--- src/hw/scfc_pkg.sv ---
// Constants shared by the clock and feature setup block
package scfc_pkg;
  // Register field positions
  localparam int unsigned FRT_BIT     = 7;
  localparam int unsigned RSV_BIT     = 6;
  localparam int unsigned CMS_HI      = 5;
  localparam int unsigned CMS_LO      = 4;
  localparam int unsigned EFE_BIT     = 3;
  localparam int unsigned SLIS_BIT    = 2;
  // Reset value and multiplier codes
  localparam logic [7:0]  SETUP_RESET = 8'h00;
  localparam logic [1:0]  CMS_20MHZ   = 2'h0;
  localparam logic [1:0]  CMS_40MHZ   = 2'h1;
  localparam logic [1:0]  CMS_RSVD    = 2'h2;
  // Command that restarts the core
  localparam logic [7:0]  CMD_RESTART = 8'h18;
  // PLL lock time, typical, in ns
  localparam int unsigned PLL_LOCK_NS = 8000;
  localparam int unsigned CLK_PER_NS  = 10;
  localparam int unsigned PLL_LOCK_CYC = (PLL_LOCK_NS + CLK_PER_NS - 1) / CLK_PER_NS;
  localparam int unsigned LOCK_CNT_W  = 10;

  typedef enum logic [1:0] {
    SCFC_RUN    = 2'b00,
    SCFC_LOCK   = 2'b01,
    SCFC_HALTED = 2'b10
  } scfc_state_t;
endpackage

--- src/hw/scfc_setup_ctrl.sv ---
// Second setup register: read timing, clock multiplier, core halt/restart, features
`timescale 1ns/1ps
module scfc_setup_ctrl
  import scfc_pkg::*;
(
  // Clock and reset
  input  wire logic        ref_clk,
  input  wire logic        reset,
  // Host register access, already decoded for this register
  input  wire logic        setup_wr,
  input  wire logic        setup_rd,
  input  wire logic [7:0]  wr_data,
  output logic [7:0]       rd_data,
  // Command register write strobe and data
  input  wire logic        cmd_wr,
  input  wire logic [7:0]  cmd_data,
  // Host bus cycle qualifiers
  input  wire logic        bus_muxed,
  input  wire logic        host_read_cycle,
  // RAM init and line state from the core
  input  wire logic        ram_init_req,
  input  wire logic        line_idle,
  // Outputs to the core and clock logic
  output logic             fast_read_active,
  output logic             pll_power_on,
  output logic             clk_sel_40mhz,
  output logic             pll_locked,
  output logic             core_halted,
  output logic             enhanced_en,
  output logic             sync_cmd_en,
  output logic             ram_init_go
);
  import scfc_pkg::*;

  logic [7:0]  setup_ff;
  logic [7:0]  nxt_setup;
  logic [7:0]  rd_ff;
  logic [7:0]  nxt_rd;
  scfc_state_t state_ff;
  scfc_state_t nxt_state;
  logic        pwr_ff;
  logic        nxt_pwr;
  logic        fr_ff;
  logic        nxt_fr;
  logic        c40_ff;
  logic        nxt_c40;
  logic        halt_ff;
  logic        nxt_halt;
  logic        efe_ff;
  logic        nxt_efe;
  logic        sync_ff;
  logic        nxt_sync;
  logic        rig_ff;
  logic        nxt_rig;
  logic        lck_ff;
  logic        nxt_lck;
  logic        cms_change;
  logic        lock_done;

  // Any write carrying a different multiplier code counts as a change.
  // A host keeping the once-only limit sees exactly one lock period;
  // a second change simply restarts the lock wait and the halt.
  assign cms_change = setup_wr && (wr_data[CMS_HI:CMS_LO] != setup_ff[CMS_HI:CMS_LO]);

  scfc_lock_timer u_lock (
    .ref_clk (ref_clk),
    .reset   (reset),
    .start   (cms_change),
    .locked  (lock_done)
  );

  // Register group: host writes and readback
  always_comb begin
    nxt_setup = setup_ff;
    nxt_rd    = rd_ff;
    if (setup_wr) begin
      nxt_setup = wr_data;
      nxt_setup[RSV_BIT] = 1'b0;
    end
    if (setup_rd) begin
      // Read in the same cycle as a write returns the old value
      nxt_rd          = setup_ff;
      nxt_rd[RSV_BIT] = 1'b0;
    end
  end

  // Halt and power group
  always_comb begin
    nxt_state = state_ff;
    nxt_pwr   = pwr_ff;
    case (state_ff)
      SCFC_RUN: begin
        if (cms_change) begin
          nxt_state = SCFC_LOCK;
          nxt_pwr   = 1'b1;
        end
      end
      SCFC_LOCK: begin
        // Restart before lock is ignored; host is expected to wait 1 ms anyway
        if (lock_done) begin
          nxt_state = SCFC_HALTED;
        end
      end
      SCFC_HALTED: begin
        if (cmd_wr && cmd_data == CMD_RESTART) begin
          nxt_state = SCFC_RUN;
        end
      end
      default: nxt_state = SCFC_RUN;
    endcase
    // A change in any state restarts the lock wait
    if (cms_change) begin
      nxt_state = SCFC_LOCK;
    end
  end

  // Output group: every port below leaves from its own flop
  always_comb begin
    // Fast timing only on reads of a non-multiplexed bus; writes never see it
    nxt_fr = 1'b0;
    if (setup_ff[FRT_BIT] && !bus_muxed && host_read_cycle) begin
      nxt_fr = 1'b1;
    end
    // Reserved codes leave the core on 20 MHz even with the PLL awake
    nxt_c40 = 1'b0;
    if (pwr_ff && lock_done && (setup_ff[CMS_HI:CMS_LO] == CMS_40MHZ)) begin
      nxt_c40 = 1'b1;
    end
    // Halt follows the next state so the core stops right after the write
    nxt_halt = (nxt_state != SCFC_RUN);
    // Enhanced is a plain copy, sync the inverted skip bit; enhanced 0 keeps the legacy behaviour
    nxt_efe  = setup_ff[EFE_BIT];
    nxt_sync = !setup_ff[SLIS_BIT];
    // Init writes wait for an idle line unless the skip bit is set,
    // and only while state_ff is SCFC_RUN, so one can still go out in the first halted cycle of a clock change
    nxt_rig = 1'b0;
    if (ram_init_req && (state_ff == SCFC_RUN)) begin
      nxt_rig = setup_ff[SLIS_BIT] || line_idle;
    end
    // Lock is only reported while the PLL is powered
    nxt_lck = pwr_ff && lock_done;
  end

  // Register group flops
  always_ff @(posedge ref_clk) begin
    if (reset) begin
      setup_ff <= SETUP_RESET;
      rd_ff    <= SETUP_RESET;
    end else begin
      setup_ff <= nxt_setup;
      rd_ff    <= nxt_rd;
    end
  end

  // Halt and power flops; power is sticky until a hardware reset
  always_ff @(posedge ref_clk) begin
    if (reset) begin
      state_ff <= SCFC_RUN;
      pwr_ff   <= 1'b0;
    end else begin
      state_ff <= nxt_state;
      pwr_ff   <= nxt_pwr;
    end
  end

  // Output flops; sync command enabled by default
  always_ff @(posedge ref_clk) begin
    if (reset) begin
      fr_ff   <= 1'b0;
      c40_ff  <= 1'b0;
      halt_ff <= 1'b0;
      efe_ff  <= 1'b0;
      sync_ff <= 1'b1;
      rig_ff  <= 1'b0;
      lck_ff  <= 1'b0;
    end else begin
      fr_ff   <= nxt_fr;
      c40_ff  <= nxt_c40;
      halt_ff <= nxt_halt;
      efe_ff  <= nxt_efe;
      sync_ff <= nxt_sync;
      rig_ff  <= nxt_rig;
      lck_ff  <= nxt_lck;
    end
  end

  // Port map of the output flops
  assign rd_data          = rd_ff;
  assign fast_read_active = fr_ff;
  assign pll_power_on     = pwr_ff;
  assign clk_sel_40mhz    = c40_ff;
  assign pll_locked       = lck_ff;
  assign core_halted      = halt_ff;
  assign enhanced_en      = efe_ff;
  assign sync_cmd_en      = sync_ff;
  assign ram_init_go      = rig_ff;
endmodule

--- src/hw/scfc_lock_timer.sv ---
// Down counter that models PLL lock time after wake
`timescale 1ns/1ps
module scfc_lock_timer
  import scfc_pkg::*;
(
  // Clock and reset
  input  wire logic                  ref_clk,
  input  wire logic                  reset,
  // Control
  input  wire logic                  start,
  // Status
  output logic                       locked
);
  logic [LOCK_CNT_W-1:0] cnt_ff;
  logic [LOCK_CNT_W-1:0] nxt_cnt;
  logic                  locked_ff;
  logic                  nxt_locked;

  always_comb begin
    nxt_cnt    = cnt_ff;
    nxt_locked = locked_ff;
    if (start) begin
      nxt_cnt    = LOCK_CNT_W'(PLL_LOCK_CYC - 1);
      nxt_locked = 1'b0;
    end else if (cnt_ff != '0) begin
      nxt_cnt = cnt_ff - 1'b1;
    end else begin
      nxt_locked = 1'b1;
    end
  end

  always_ff @(posedge ref_clk) begin
    if (reset) begin
      cnt_ff    <= '0;
      locked_ff <= 1'b0;
    end else begin
      cnt_ff    <= nxt_cnt;
      locked_ff <= nxt_locked;
    end
  end

  assign locked = locked_ff;
endmodule

--- config.mk ---
export PLATFORM = sky130hd
export DESIGN_NAME = scfc_setup_ctrl
export DESIGN_NICKNAME = d
export VERILOG_FILES = /design/src/hw/scfc_pkg.sv /design/src/hw/scfc_setup_ctrl.sv /design/src/hw/scfc_lock_timer.sv
export SDC_FILE = /design/constraint.sdc
export NUM_CORES = 1
export LEC_CHECK = 0
export BUFFER_PORTS_ARGS = -buffer_cell sky130_fd_sc_hd__buf_2
export CAP_MARGIN = 0
export CORE_ASPECT_RATIO = 0.7
export CORE_UTILIZATION = 45
export CTS_CLUSTER_DIAMETER = 200
export DETAILED_ROUTE_END_ITERATION = 10
export PLACE_DENSITY = 0.81
export SKIP_CTS_REPAIR_TIMING = 1
export SLEW_MARGIN = 20
export SYNTH_ARGS = -nofsm -noshare
export SYNTH_HDL_FRONTEND = slang
export SYNTH_HIERARCHICAL = 1
export SYNTH_SLANG_ARGS = --single-unit
--- constraint.sdc ---
create_clock -name ref_clk -period 2.2 [get_ports ref_clk]
set_input_delay 0.22 -clock ref_clk [delete_from_list [all_inputs] [get_ports ref_clk]]
set_output_delay 0.22 -clock ref_clk [all_outputs]
set_load 0.02 [all_outputs]
# --- Word level (Yosys, flattened, before mapping) ---
# Cells that the tools add are included.
word_totals:
  reg_bits: 35
  inputBits: 25
  elab_cells: 46
op_classes:
  n_addsub: 1
  n_eq_ne: 5
  mux: 8
  n_bitwise: 1
  reduce_logical: 17
op_table:
  columns: ["operator", "count"]
  rows:
  - ["10-bit 2-to-1 mux", 2]
  - ["10-bit nonzero test", 1]
  - ["10-bit by 1-bit subtractor with 10-bit output, second input constant", 1]
  - ["8-bit by 5-bit equality test with 1-bit output, second input constant", 1]
  - ["1-bit logical AND", 7]
  - ["2-bit 2-to-1 mux", 3]
  - ["2-bit case mux with 3 select lines", 1]
  - ["2-bit by 1-bit equality test with 1-bit output, second input constant", 2]
  - ["2-bit nonzero test", 2]
  - ["2-bit OR reduction", 2]
  - ["2-bit equality test, second input constant", 1]
  - ["1-bit logical NOT", 2]
  - ["2-bit logical NOT", 1]
  - ["1-bit 2-to-1 mux", 2]
  - ["2-bit inequality test", 1]
  - ["2-bit AND reduction", 1]
  - ["1-bit logical OR", 1]
  - ["1-bit NOT", 1]

# --- Logic depth before layout (Yosys ltp) ---
# Gate-level depths: netlist of the first run.
logic_depth:
  depth_word: 6
  ltp_mapped: 7
  ltp_nobuf: 7

# --- Modules after synthesis ---
# Netlist of the first run, hierarchy kept.
by_module_without_submodules:
  columns: ["module", "instances", "cells_per_inst", "area_each_um2", "seq_area_each_um2"]
  rows:
  - ["scfc_setup_ctrl", 1, 83, 889.6, 480.5]
  - ["scfc_lock_timer", 1, 61, 558.0, 220.2]

# --- Worst setup path before layout of the first run ---
# No wires, ideal clock.
synth_path:
  path_type: "flip-flop to flip-flop"
  startpoint: "reg u_lock.cnt_ff[0]"
  endpoint: "reg u_lock.cnt_ff[8]"
  arrival_ns: 1.546
  required_ns: 2.078
  setup_slack_ns: 0.533
  stages_incl_launch_ff: 7
  period_less_slack_ns: 1.667
  cell_sequence: "dfxtp_1 inv_1 ha_1 or4b_1 nor4_1 mux2i_1 a21oi_1"
synth_between:
  elab_chain_cells: 3
synth_lines:
  columns: ["item", "line", "source"]
  rows:
  - ["from (decl)", "scfc_lock_timer.sv:14", "logic [LOCK_CNT_W-1:0] cnt_ff;"]
  - ["from (signal assigned)", "scfc_lock_timer.sv:37", "cnt_ff <= nxt_cnt;"]
  - ["10-bit by 1-bit subtractor with 10-bit output", "scfc_lock_timer.sv:26", "nxt_cnt = cnt_ff - 1'b1;"]
  - ["10-bit 2-to-1 mux", "scfc_lock_timer.sv:25", "end else if (cnt_ff != '0) begin"]
  - ["10-bit 2-to-1 mux", "scfc_lock_timer.sv:22", "if (start) begin"]
# Parallel ways exist; a longest one is shown, timed or not. The select of a mux whose other input is x is not followed.
# A chain may end at the register's enable or synchronous reset.

# --- Final worst setup path of the first run ---
# Ends and elaborated chain as after synthesis.

==> results of run 1 <==
==> per-stage QoR <==
stage	hold slack (ns)	area (sq um)
after floorplan	0.292	1450
after global placement	0.383	1650
after detailed placement	0.394	1650
after CTS	0.0794	1790
after global routing	0.0667	1790
final	0.0879	1790
==> registers in the layout, indices dropped and copies added, names as in the netlist, 2 cells and up <==
name           cells
rd_data            7
setup_ff           7
state_ff           2
u_lock/cnt_ff     10
==> worst max-delay path: stages, from the launching register on <==
cell	delay [ns]
dfxtp_1	0.35
inv_1	0.09
ha_1	0.22
or4b_1	0.48
nor4_1	0.24
mux2i_1	0.22
a21oi_1	0.08
==> worst min path at each step <==
stage / endpoint / slack [ns] / cells past startpoint
detailed placement: fast_read_active / 0.39 / 2
global route: fast_read_active / 0.07 / 2
finish: fast_read_active / 0.09 / 2
CTS: fast_read_active / 0.08 / 2
floorplan: enhanced_en / 0.29 / 1
global placement: fast_read_active / 0.38 / 2
==> placed cells by master (no fill, tap or decap), types with 2 or more instances in the layout <==
cell and count:
a211oi_2 2, a21oi_1 8, a31oi_1 3, buf_2 38
bufinv_16 2, clkbuf_8 5, dfxtp_1 35, ha_1 2
inv_1 5, mux2i_1 16, nand2_1 4, nand2b_1 5
nand3_1 2, nand3b_1 2, nor2_1 20, nor2b_1 2
nor3_1 5, nor4b_1 2, nor4bb_1 2, xnor2_1 3
xor2_1 2
==> layout make-up <==
type                       count  area (sq um)
clock buffer                   5          68.8
clock inverter                 3          67.6
fill                         260          1130
inverter                       6          22.5
multi-input combinational     97           693
sequential                    35           701
tap                           36          45.0
timing repair buffer          38           190
==> power by group <==
| part | internal [mW] | switching (mW) |
|---|---|---|
| sequential | 0.679 | 0.0476 |
| combinational | 0.116 | 0.128 |
| clock | 0.452 | 0.233 |
| total | 1.25 | 0.409 |
==> logic make-up after synthesis <==
family                     after synthesis
and+or+nand+nor                         50
DFF                                     35
AOI/OAI and AO/OA                       22
muxes                                   17
buffers and inverters                   12
xor gates and xnor gates                 5
adders and majority gates                2
other                                    1
==> metal layers <==
layer	share of wire, %	GRT usage, %	vias to the layer above
met3	5.5	7.57	6
met1	47	20.9	536
met4	1.8	9.00	0
li1	-	-	580
met2	46	28.2	40
met5	0	0	-
==> flow_summary.ini, run 1 <==
[yosys]
yosys_most_used_dff = dfxtp_1
yosysMostFrequentCell = dfxtp_1
synthSimpleGateAreaFrac_pct = 19.6
ys_seq_area_share_pct = 48.4
synth_xor_area_share_pct = 3.03
synthTopCellsByArea = dfxtp_1, mux2i_1, nor2_1
syn_avg_cell_area_sq_um = 10.1
synthMuxAreaShare_pct = 11.8
synth_edf_count = 0
syn_nets = 171
synthDistinctLibCells = 39
netlist.area_leader.share_pct = 48.4
yosys_warnings = 6
syn_inst = 144
synth_seq_cells = 35
synth_commonest_cells = dfxtp_1, nor2_1, mux2i_1, a21oi_1
yosys.area.top_type = dfxtp_1
synthArstFlopShare_pct = 0
netlist_area_sq_um = 1450
synth-compound-area-share_pct = 11.4
synthAdderAreaFrac_pct = 1.73
synth_top_family_by_area = simple AND/OR/NAND/NOR gates

[power_and_ir_drop]
leakagePower_nw = 0.800
ir_drop_uv = 656
power_density_nw_per_um2 = 926
power_mw = 1.66

[worst_setup_path]
cp_max_fo = 5
r2r_start = u_lock/cnt_ff[0]
rrSetupSlack_ns = 0.36
worstPathArrival_ns = 1.98
critPathLaunchType = register
critical_path.endpoint = u_lock/cnt_ff[8]
worstRegToRegCells = 6
cp.required_ns = 2.35
rr_endpoint = u_lock/cnt_ff[8]
path_class = reg2reg
crit_start = u_lock/cnt_ff[0]
end_kind = register

[finish]
layoutNonFillerInstCount = 220
nets = 210
antenna_cells = 0
drive_gt1_share_pct = 30.4
fin_util_pct = 61.2
syn_to_final_growth_pct = 23.5

[timing]
slew_violations = 0
slew_headroom_pct = 58.9
rsz0062_at_grt = false
fmax_mhz = 544
setup_violations = 0
clock_skew_ns = 0.00627
worst_slew_pin_slew_ns = 0.616
fin_setup_tns_ns = 0
setup_slack_ns = 0.362
post-route-period-util_pct = 83.5
hold_violations = 0
min_period_ns = 1.84

[die]
rows = 16
ios = 41
die_y_um = 49.5
core_sq_um = 2920
dieArea_sq_um = 3450
die_w_um = 69.8
initial_core_util_pct = 49.5

[place]
hpwl_mm = 2.12
portBuffers = 38
place_ws_ns = 0.382
routabilityCongestion = 0.750
dpl.cell_count = 212

[min_path]
hp-start = bus_muxed
hp-class = in2reg

[detailed_routing]
drt-initial-drc-count = 24
wl_per_cell_um = 13.1
ant_nets = 0
detail_route.vias_per_cell = 5.28
firstDrtPassIters = 4
vias = 1162
drc = 0
routed_wl_mm = 2.88

[clock_tree]
cts.path.max_buffers = 2
htree_levels = 2
cts_tree = done
numCtsBuffers = 5
root_buffer = clkbuf_8
clk_latency_ns = 0.29
clock-sinks = 35
clkTransAtPathRegs_ns = 0.07

[global_route]
overflow = 0
grt_pass1_vias = 1066
grt_pass1_wl_mm = 4.68
antenna_found_initial = 0
grtUsageTotal_pct = 17.9
grt_max_degree = 37

[status]
status = complete, no violations

[flow_run]
cap_viol_max_count = 0
(Power assumes the default switching activity.)
==> run 2: changes to the inputs <==
--- a/config.mk
+++ b/config.mk
@@ -11,7 +11,7 @@
 export CORE_UTILIZATION = 45
 export CTS_CLUSTER_DIAMETER = 200
 export DETAILED_ROUTE_END_ITERATION = 10
-export PLACE_DENSITY = 0.81
+export PLACE_DENSITY = 0.83
 export SKIP_CTS_REPAIR_TIMING = 1
 export SLEW_MARGIN = 20
 export SYNTH_ARGS = -nofsm -noshare
==> constraint.sdc (replaced) <==
create_clock -name ref_clk -period 1.6 [get_ports ref_clk]
set_input_delay 0.16 -clock ref_clk [delete_from_list [all_inputs] [get_ports ref_clk]]
set_output_delay 0.16 -clock ref_clk [all_outputs]
set_load 0.02 [all_outputs]
==> flow_summary.ini, run 2 (synthesis results as in run 1) <==
[detailed_routing]
drt-initial-drc-count = 86
wl_per_cell_um = 13.8
drc = 0
vias = 1218
ant_nets = 0
firstDrtPassIters = 4
detail_route.vias_per_cell = 5.21
routed_wl_mm = 3.24

[timing]
slew_violations = 0
min_period_ns = 1.67
post-route-period-util_pct = 104
setup_slack_ns = -0.0707
hold_violations = 0
fmax_mhz = 599
rsz0062_at_grt = true
fin_setup_tns_ns = -0.142
hold_ws_ns = 0.0388
setup_violations = 3
clock_skew_ns = 0.00423

[global_route]
grt.busiest_layer = met2
antenna_found_initial = 0
grt_max_degree = 23
grt_pass1_vias = 1149
grtUsageTotal_pct = 19.3
grt_pass1_wl_mm = 5.10
met2_usage_pct = 31.3
overflow = 0
use_met3_pct = 4.91
gr-usage-met1_pct = 23.7

[worst_setup_path]
end_kind = register
critPathLaunchType = register
path_class = reg2reg
worstPathArrival_ns = 1.85
cp_num_buf_inv = 0
critPathSlowestCell = or4_4
max_stage_delay_ns = 0.57
cp_max_fo = 3
cp.required_ns = 1.78
worstPathCellList = or4_4 > a211oi_2 > a21oi_1 > a31o_2
crit_family = compound AO/OA/AOI/OAI gates

[clock_tree]
clk_latency_ns = 0.28
htree_levels = 2
root_buffer = clkbuf_8
cts_tree = done
clkTransAtPathRegs_ns = 0.07
clock-sinks = 35
cts.path.max_buffers = 2
numCtsBuffers = 5

[place]
portBuffers = 38
dpl.cell_count = 223
place_ws_ns = -0.221
place_area_sq_um = 1740
hpwl_mm = 2.27
routabilityCongestion = 0.746

[finish]
syn_to_final_growth_pct = 31.4
drive_gt1_share_pct = 40.9
final_area_sq_um = 1900
layoutNonFillerInstCount = 234
final_common_cell = buf_2
nets = 224
fillers = 243
antenna_cells = 0
fin_util_pct = 65.1
ff_latch_area_sq_um = 703
largest_register = u_lock/cnt_ff
final_cell_mix = buf_2, dfxtp_1, nor2_1, mux2i_1, buf_4
largest_reg_flops = 10
multiInputGateArea_sq_um = 752

[power_and_ir_drop]
ir_drop_uv = 635
power_mw = 2.06
power_density_nw_per_um2 = 1080
leakagePower_nw = 0.861

[flow_run]
cap_viol_max_count = 0

[die]
core_sq_um = 2920
die_y_um = 49.5
initial_core_util_pct = 49.5
rows = 16
ios = 41
dieArea_sq_um = 3450
die_w_um = 69.8

[status]
status = complete, but fails checks
violations = setup timing

[min_path]
hp-class = in2reg
-- run 2: changes by cell type in the layout (fill, tap and decap cells not counted), moves of 2 or more --
cell and delta:
buf_4 +14, dfxtp_1 -2, inv_1 -2, inv_2 +2, bufinv_16 -2, clkinv_2 +3, ha_1 -2, dfxtp_2 +2
-- run 2: report_power, final --
part,switching [mW],internal (mW),leakage [nW],total [mW]
clock network,0.307,0.297,0.0477,0.604
logic,0.228,0.231,0.526,0.459
registers,0.0602,0.936,0.288,0.996
-- run 2: final cells by class --
| cell class | count | area share [%] |
|---|---|---|
| inverter | 6 | 1.18 |
| multi-input combinational | 97 | 39.5 |
| clock inverter | 3 | 0.789 |
| clock buffer | 5 | 3.62 |
| sequential | 35 | 37.0 |
| tap | 36 | 2.37 |
| timing repair buffer | 52 | 15.5 |
-- run 2: layer usage --
layer	routed length (um)	share of wire (%)	up-vias
met3	135	4.2	5
met1	1450	45	577
met2	1600	49	28
met4	48	1.5	0
li1	-	-	608
met5	0	0	-
-- run 2: worst paths after layout --
kind               startpoint                to  slack (ns)  depth (start not counted)
max          u_lock/cnt_ff[0]  u_lock/cnt_ff[7]       -0.07                          4
min                 bus_muxed  fast_read_active        0.04                          2
max reg2reg  u_lock/cnt_ff[0]  u_lock/cnt_ff[7]       -0.07                          4
min reg2reg       setup_ff[2]       sync_cmd_en        0.44                          1
==> run 3: changes to the inputs <==
--- a/config.mk
+++ b/config.mk
@@ -5,13 +5,14 @@
 export SDC_FILE = /design/constraint.sdc
 export NUM_CORES = 1
 export LEC_CHECK = 0
+export ABC_AREA = 1
 export BUFFER_PORTS_ARGS = -buffer_cell sky130_fd_sc_hd__buf_2
 export CAP_MARGIN = 0
 export CORE_ASPECT_RATIO = 0.7
 export CORE_UTILIZATION = 45
 export CTS_CLUSTER_DIAMETER = 200
 export DETAILED_ROUTE_END_ITERATION = 10
-export PLACE_DENSITY = 0.83
+export PLACE_DENSITY = 0.8
 export SKIP_CTS_REPAIR_TIMING = 1
 export SLEW_MARGIN = 20
 export SYNTH_ARGS = -nofsm -noshare
==> constraint.sdc (replaced) <==
create_clock -name ref_clk -period 2 [get_ports ref_clk]
set_input_delay 0.2 -clock ref_clk [delete_from_list [all_inputs] [get_ports ref_clk]]
set_output_delay 0.2 -clock ref_clk [all_outputs]
set_load 0.02 [all_outputs]
==> flow_summary.ini, run 3 <==
[detailed_routing]
detail_route.vias_per_cell = 4.57
routed_wl_mm = 2.99
ant_nets = 0
wl_per_cell_um = 10.1
vias = 1347
firstDrtPassIters = 4
drc = 0
drt-initial-drc-count = 51

[yosys]
syn_avg_cell_area_sq_um = 7.63
synthTopCellsByArea = dfxtp_1, nor2_1, nand2_1
netlist_area_sq_um = 1570
synthDistinctLibCells = 28
synth_commonest_cells = nor2_1, dfxtp_1, nand2_1, inv_1, nand3_1
yosys_warnings = 6
yosys_most_used_dff = dfxtp_1
yosysMostFrequentCell = nor2_1
synth_edf_count = 0
yosys.area.top_type = dfxtp_1
syn_inst = 206
netlist.area_leader.share_pct = 44.6
synth_seq_cells = 35
syn_nets = 233
ys_seq_area_share_pct = 44.6
synthArstFlopShare_pct = 0

[global_route]
grtUsageTotal_pct = 17.8
grt_pass1_wl_mm = 4.96
grt_max_degree = 19
antenna_found_initial = 0
overflow = 0
grt_pass1_vias = 1186

[power_and_ir_drop]
comb_power_share_pct = 20.0
p_seq_share_pct = 47.6
p_switching_mw = 0.485
ir_drop_uv = 501
p_int_mw = 1.20
pwr-share-clk_pct = 32.3
leakagePower_nw = 0.960
switching_share_pct = 28.8
power_density_nw_per_um2 = 890

[worst_setup_path]
worstPathCellList = inv_1 > ha_1 > nand2_2 > o21ai_0 > nand3_1 > nand2_1 > inv_1
worstRegToRegCells = 7
critPathLaunchType = register
worstPathArrival_ns = 1.54
critPathSlowestCell = dfxtp_1
end_kind = register
rr_endpoint = u_lock/cnt_ff[8]
cp.required_ns = 2.18
crit_path_frequent_cell = inv_1
max_stage_delay_ns = 0.33
r2r_start = u_lock/cnt_ff[0]
path_class = reg2reg
rrSetupSlack_ns = 0.64
cp_max_fo = 4

[finish]
final_cell_mix = nor2_1, buf_2, dfxtp_1, nand2_1, inv_1
antenna_cells = 0
largest_reg_flops = 10
final_area_sq_um = 1890
largest_register = u_lock/cnt_ff
syn_to_final_growth_pct = 20.2
drive_gt1_share_pct = 30.6
final_common_cell = nor2_1
nets = 274

[die]
core_sq_um = 3230
initial_core_util_pct = 48.6
dieArea_sq_um = 3740
die_w_um = 72.7
rows = 17
die_y_um = 51.5
ios = 41

[place]
routabilityCongestion = 0.836
hpwl_mm = 2.25
portBuffers = 38
place_area_sq_um = 1790

[min_path]
hp-start = bus_muxed
hold_path_end = fast_read_active
worstHoldPathCells = 2
hp-class = in2reg

[status]
status = complete, no violations

[timing]
setup_violations = 0
post-route-period-util_pct = 68.0
clock_skew_ns = 0.00175
rsz0062_at_grt = false
fmax_mhz = 736
slew_violations = 0
fin_setup_tns_ns = 0
hold_violations = 0
min_period_ns = 1.36

[clock_tree]
cts.path.max_buffers = 2
clkTransAtPathRegs_ns = 0.07
root_buffer = clkbuf_8
cts_tree = done
numCtsBuffers = 5
htree_levels = 2
clock-sinks = 35
clk_latency_ns = 0.28

[flow_run]
cap_viol_max_count = 0
run 3: cell families (layout without fill, tap and decap cells):
family                     Yosys count  in the layout  synth area share (%)
AOI/OAI and AO/OA                   28             28                  11.2
other                                1              1                 0.238
xor gates and xnor gates             5              5                  2.78
DFF                                 35             35                  44.6
buffers and inverters               34             76                  9.15
adders and majority gates            2              2                  1.59
and+or+nand+nor                    101            101                  30.5
run 3: area by class of cell:
| class | count | area (sq um) |
|---|---|---|
| clock buffers | 8 | 100 |
| inverters | 30 | 113 |
| multi-input cells | 137 | 728 |
| repair buffers | 38 | 190 |
| well taps | 47 | 58.8 |
| flip-flops and latches | 35 | 701 |
| fillers | 306 | 1340 |
run 3: power by group through the flow:
stage / logic, mW / clock network (mW) / registers, mW
floorplan: 0.242 / 0 / 0.829
global placement: 0.331 / 0 / 0.814
detailed placement: 0.337 / 0 / 0.816
CTS: 0.339 / 0.561 / 0.801
global route: 0.384 / 0.592 / 0.808
finish: 0.337 / 0.544 / 0.801
run 3: through the flow:
| stage | hold slack (ns) | utilization [%] | power [mW] | std cells | worst slack [ns] |
|---|---|---|---|---|---|
| detailed placement | 0.367 | 55.4 | 1.15 | 287 | 0.673 |
| global placement | 0.365 | 55.4 | 1.15 | 287 | 0.675 |
| finish | 0.0761 | 58.5 | 1.68 | 295 | 0.641 |
| global route | 0.0735 | 58.5 | 1.78 | 295 | 0.501 |
| floorplan | 0.269 | - | 1.07 | 206 | 0.789 |
| CTS | 0.0687 | 58.5 | 1.70 | 295 | 0.652 |
run 3: how the worst max path moves through the flow:
stage / endpoint / start / depth (start not counted)
3_5_place_dp: u_lock/cnt_ff[8] / u_lock/cnt_ff[0] / 7
6_report: u_lock/cnt_ff[8] / u_lock/cnt_ff[0] / 7
4_1_cts: u_lock/cnt_ff[8] / u_lock/cnt_ff[0] / 7
3_3_place_gp: u_lock/cnt_ff[8] / u_lock/cnt_ff[0] / 7
5_1_grt: u_lock/cnt_ff[0] / u_lock/cnt_ff[0] / 9
2_1_floorplan: u_lock/cnt_ff[4] / u_lock/cnt_ff[0] / 7
run 3: worst max-delay path: cells and delay by family, from the launching register on:
kind / cells / cell delay (ns)
adders and majority gates: 1 / 0.28
buffers and inverters: 2 / 0.20
AOI/OAI and AO/OA: 1 / 0.20
and+or+nand+nor: 3 / 0.26
DFF: 1 / 0.33
run 3: routing by layer:
metal  up-vias  global-route usage, %  share of wire (%)
met5         -                      0                  0
met4         0                   6.86                1.4
met3         4                   5.33                4.1
met2        27                   28.5                 44
met1       598                   22.6                 50
li1        718                      -                  -
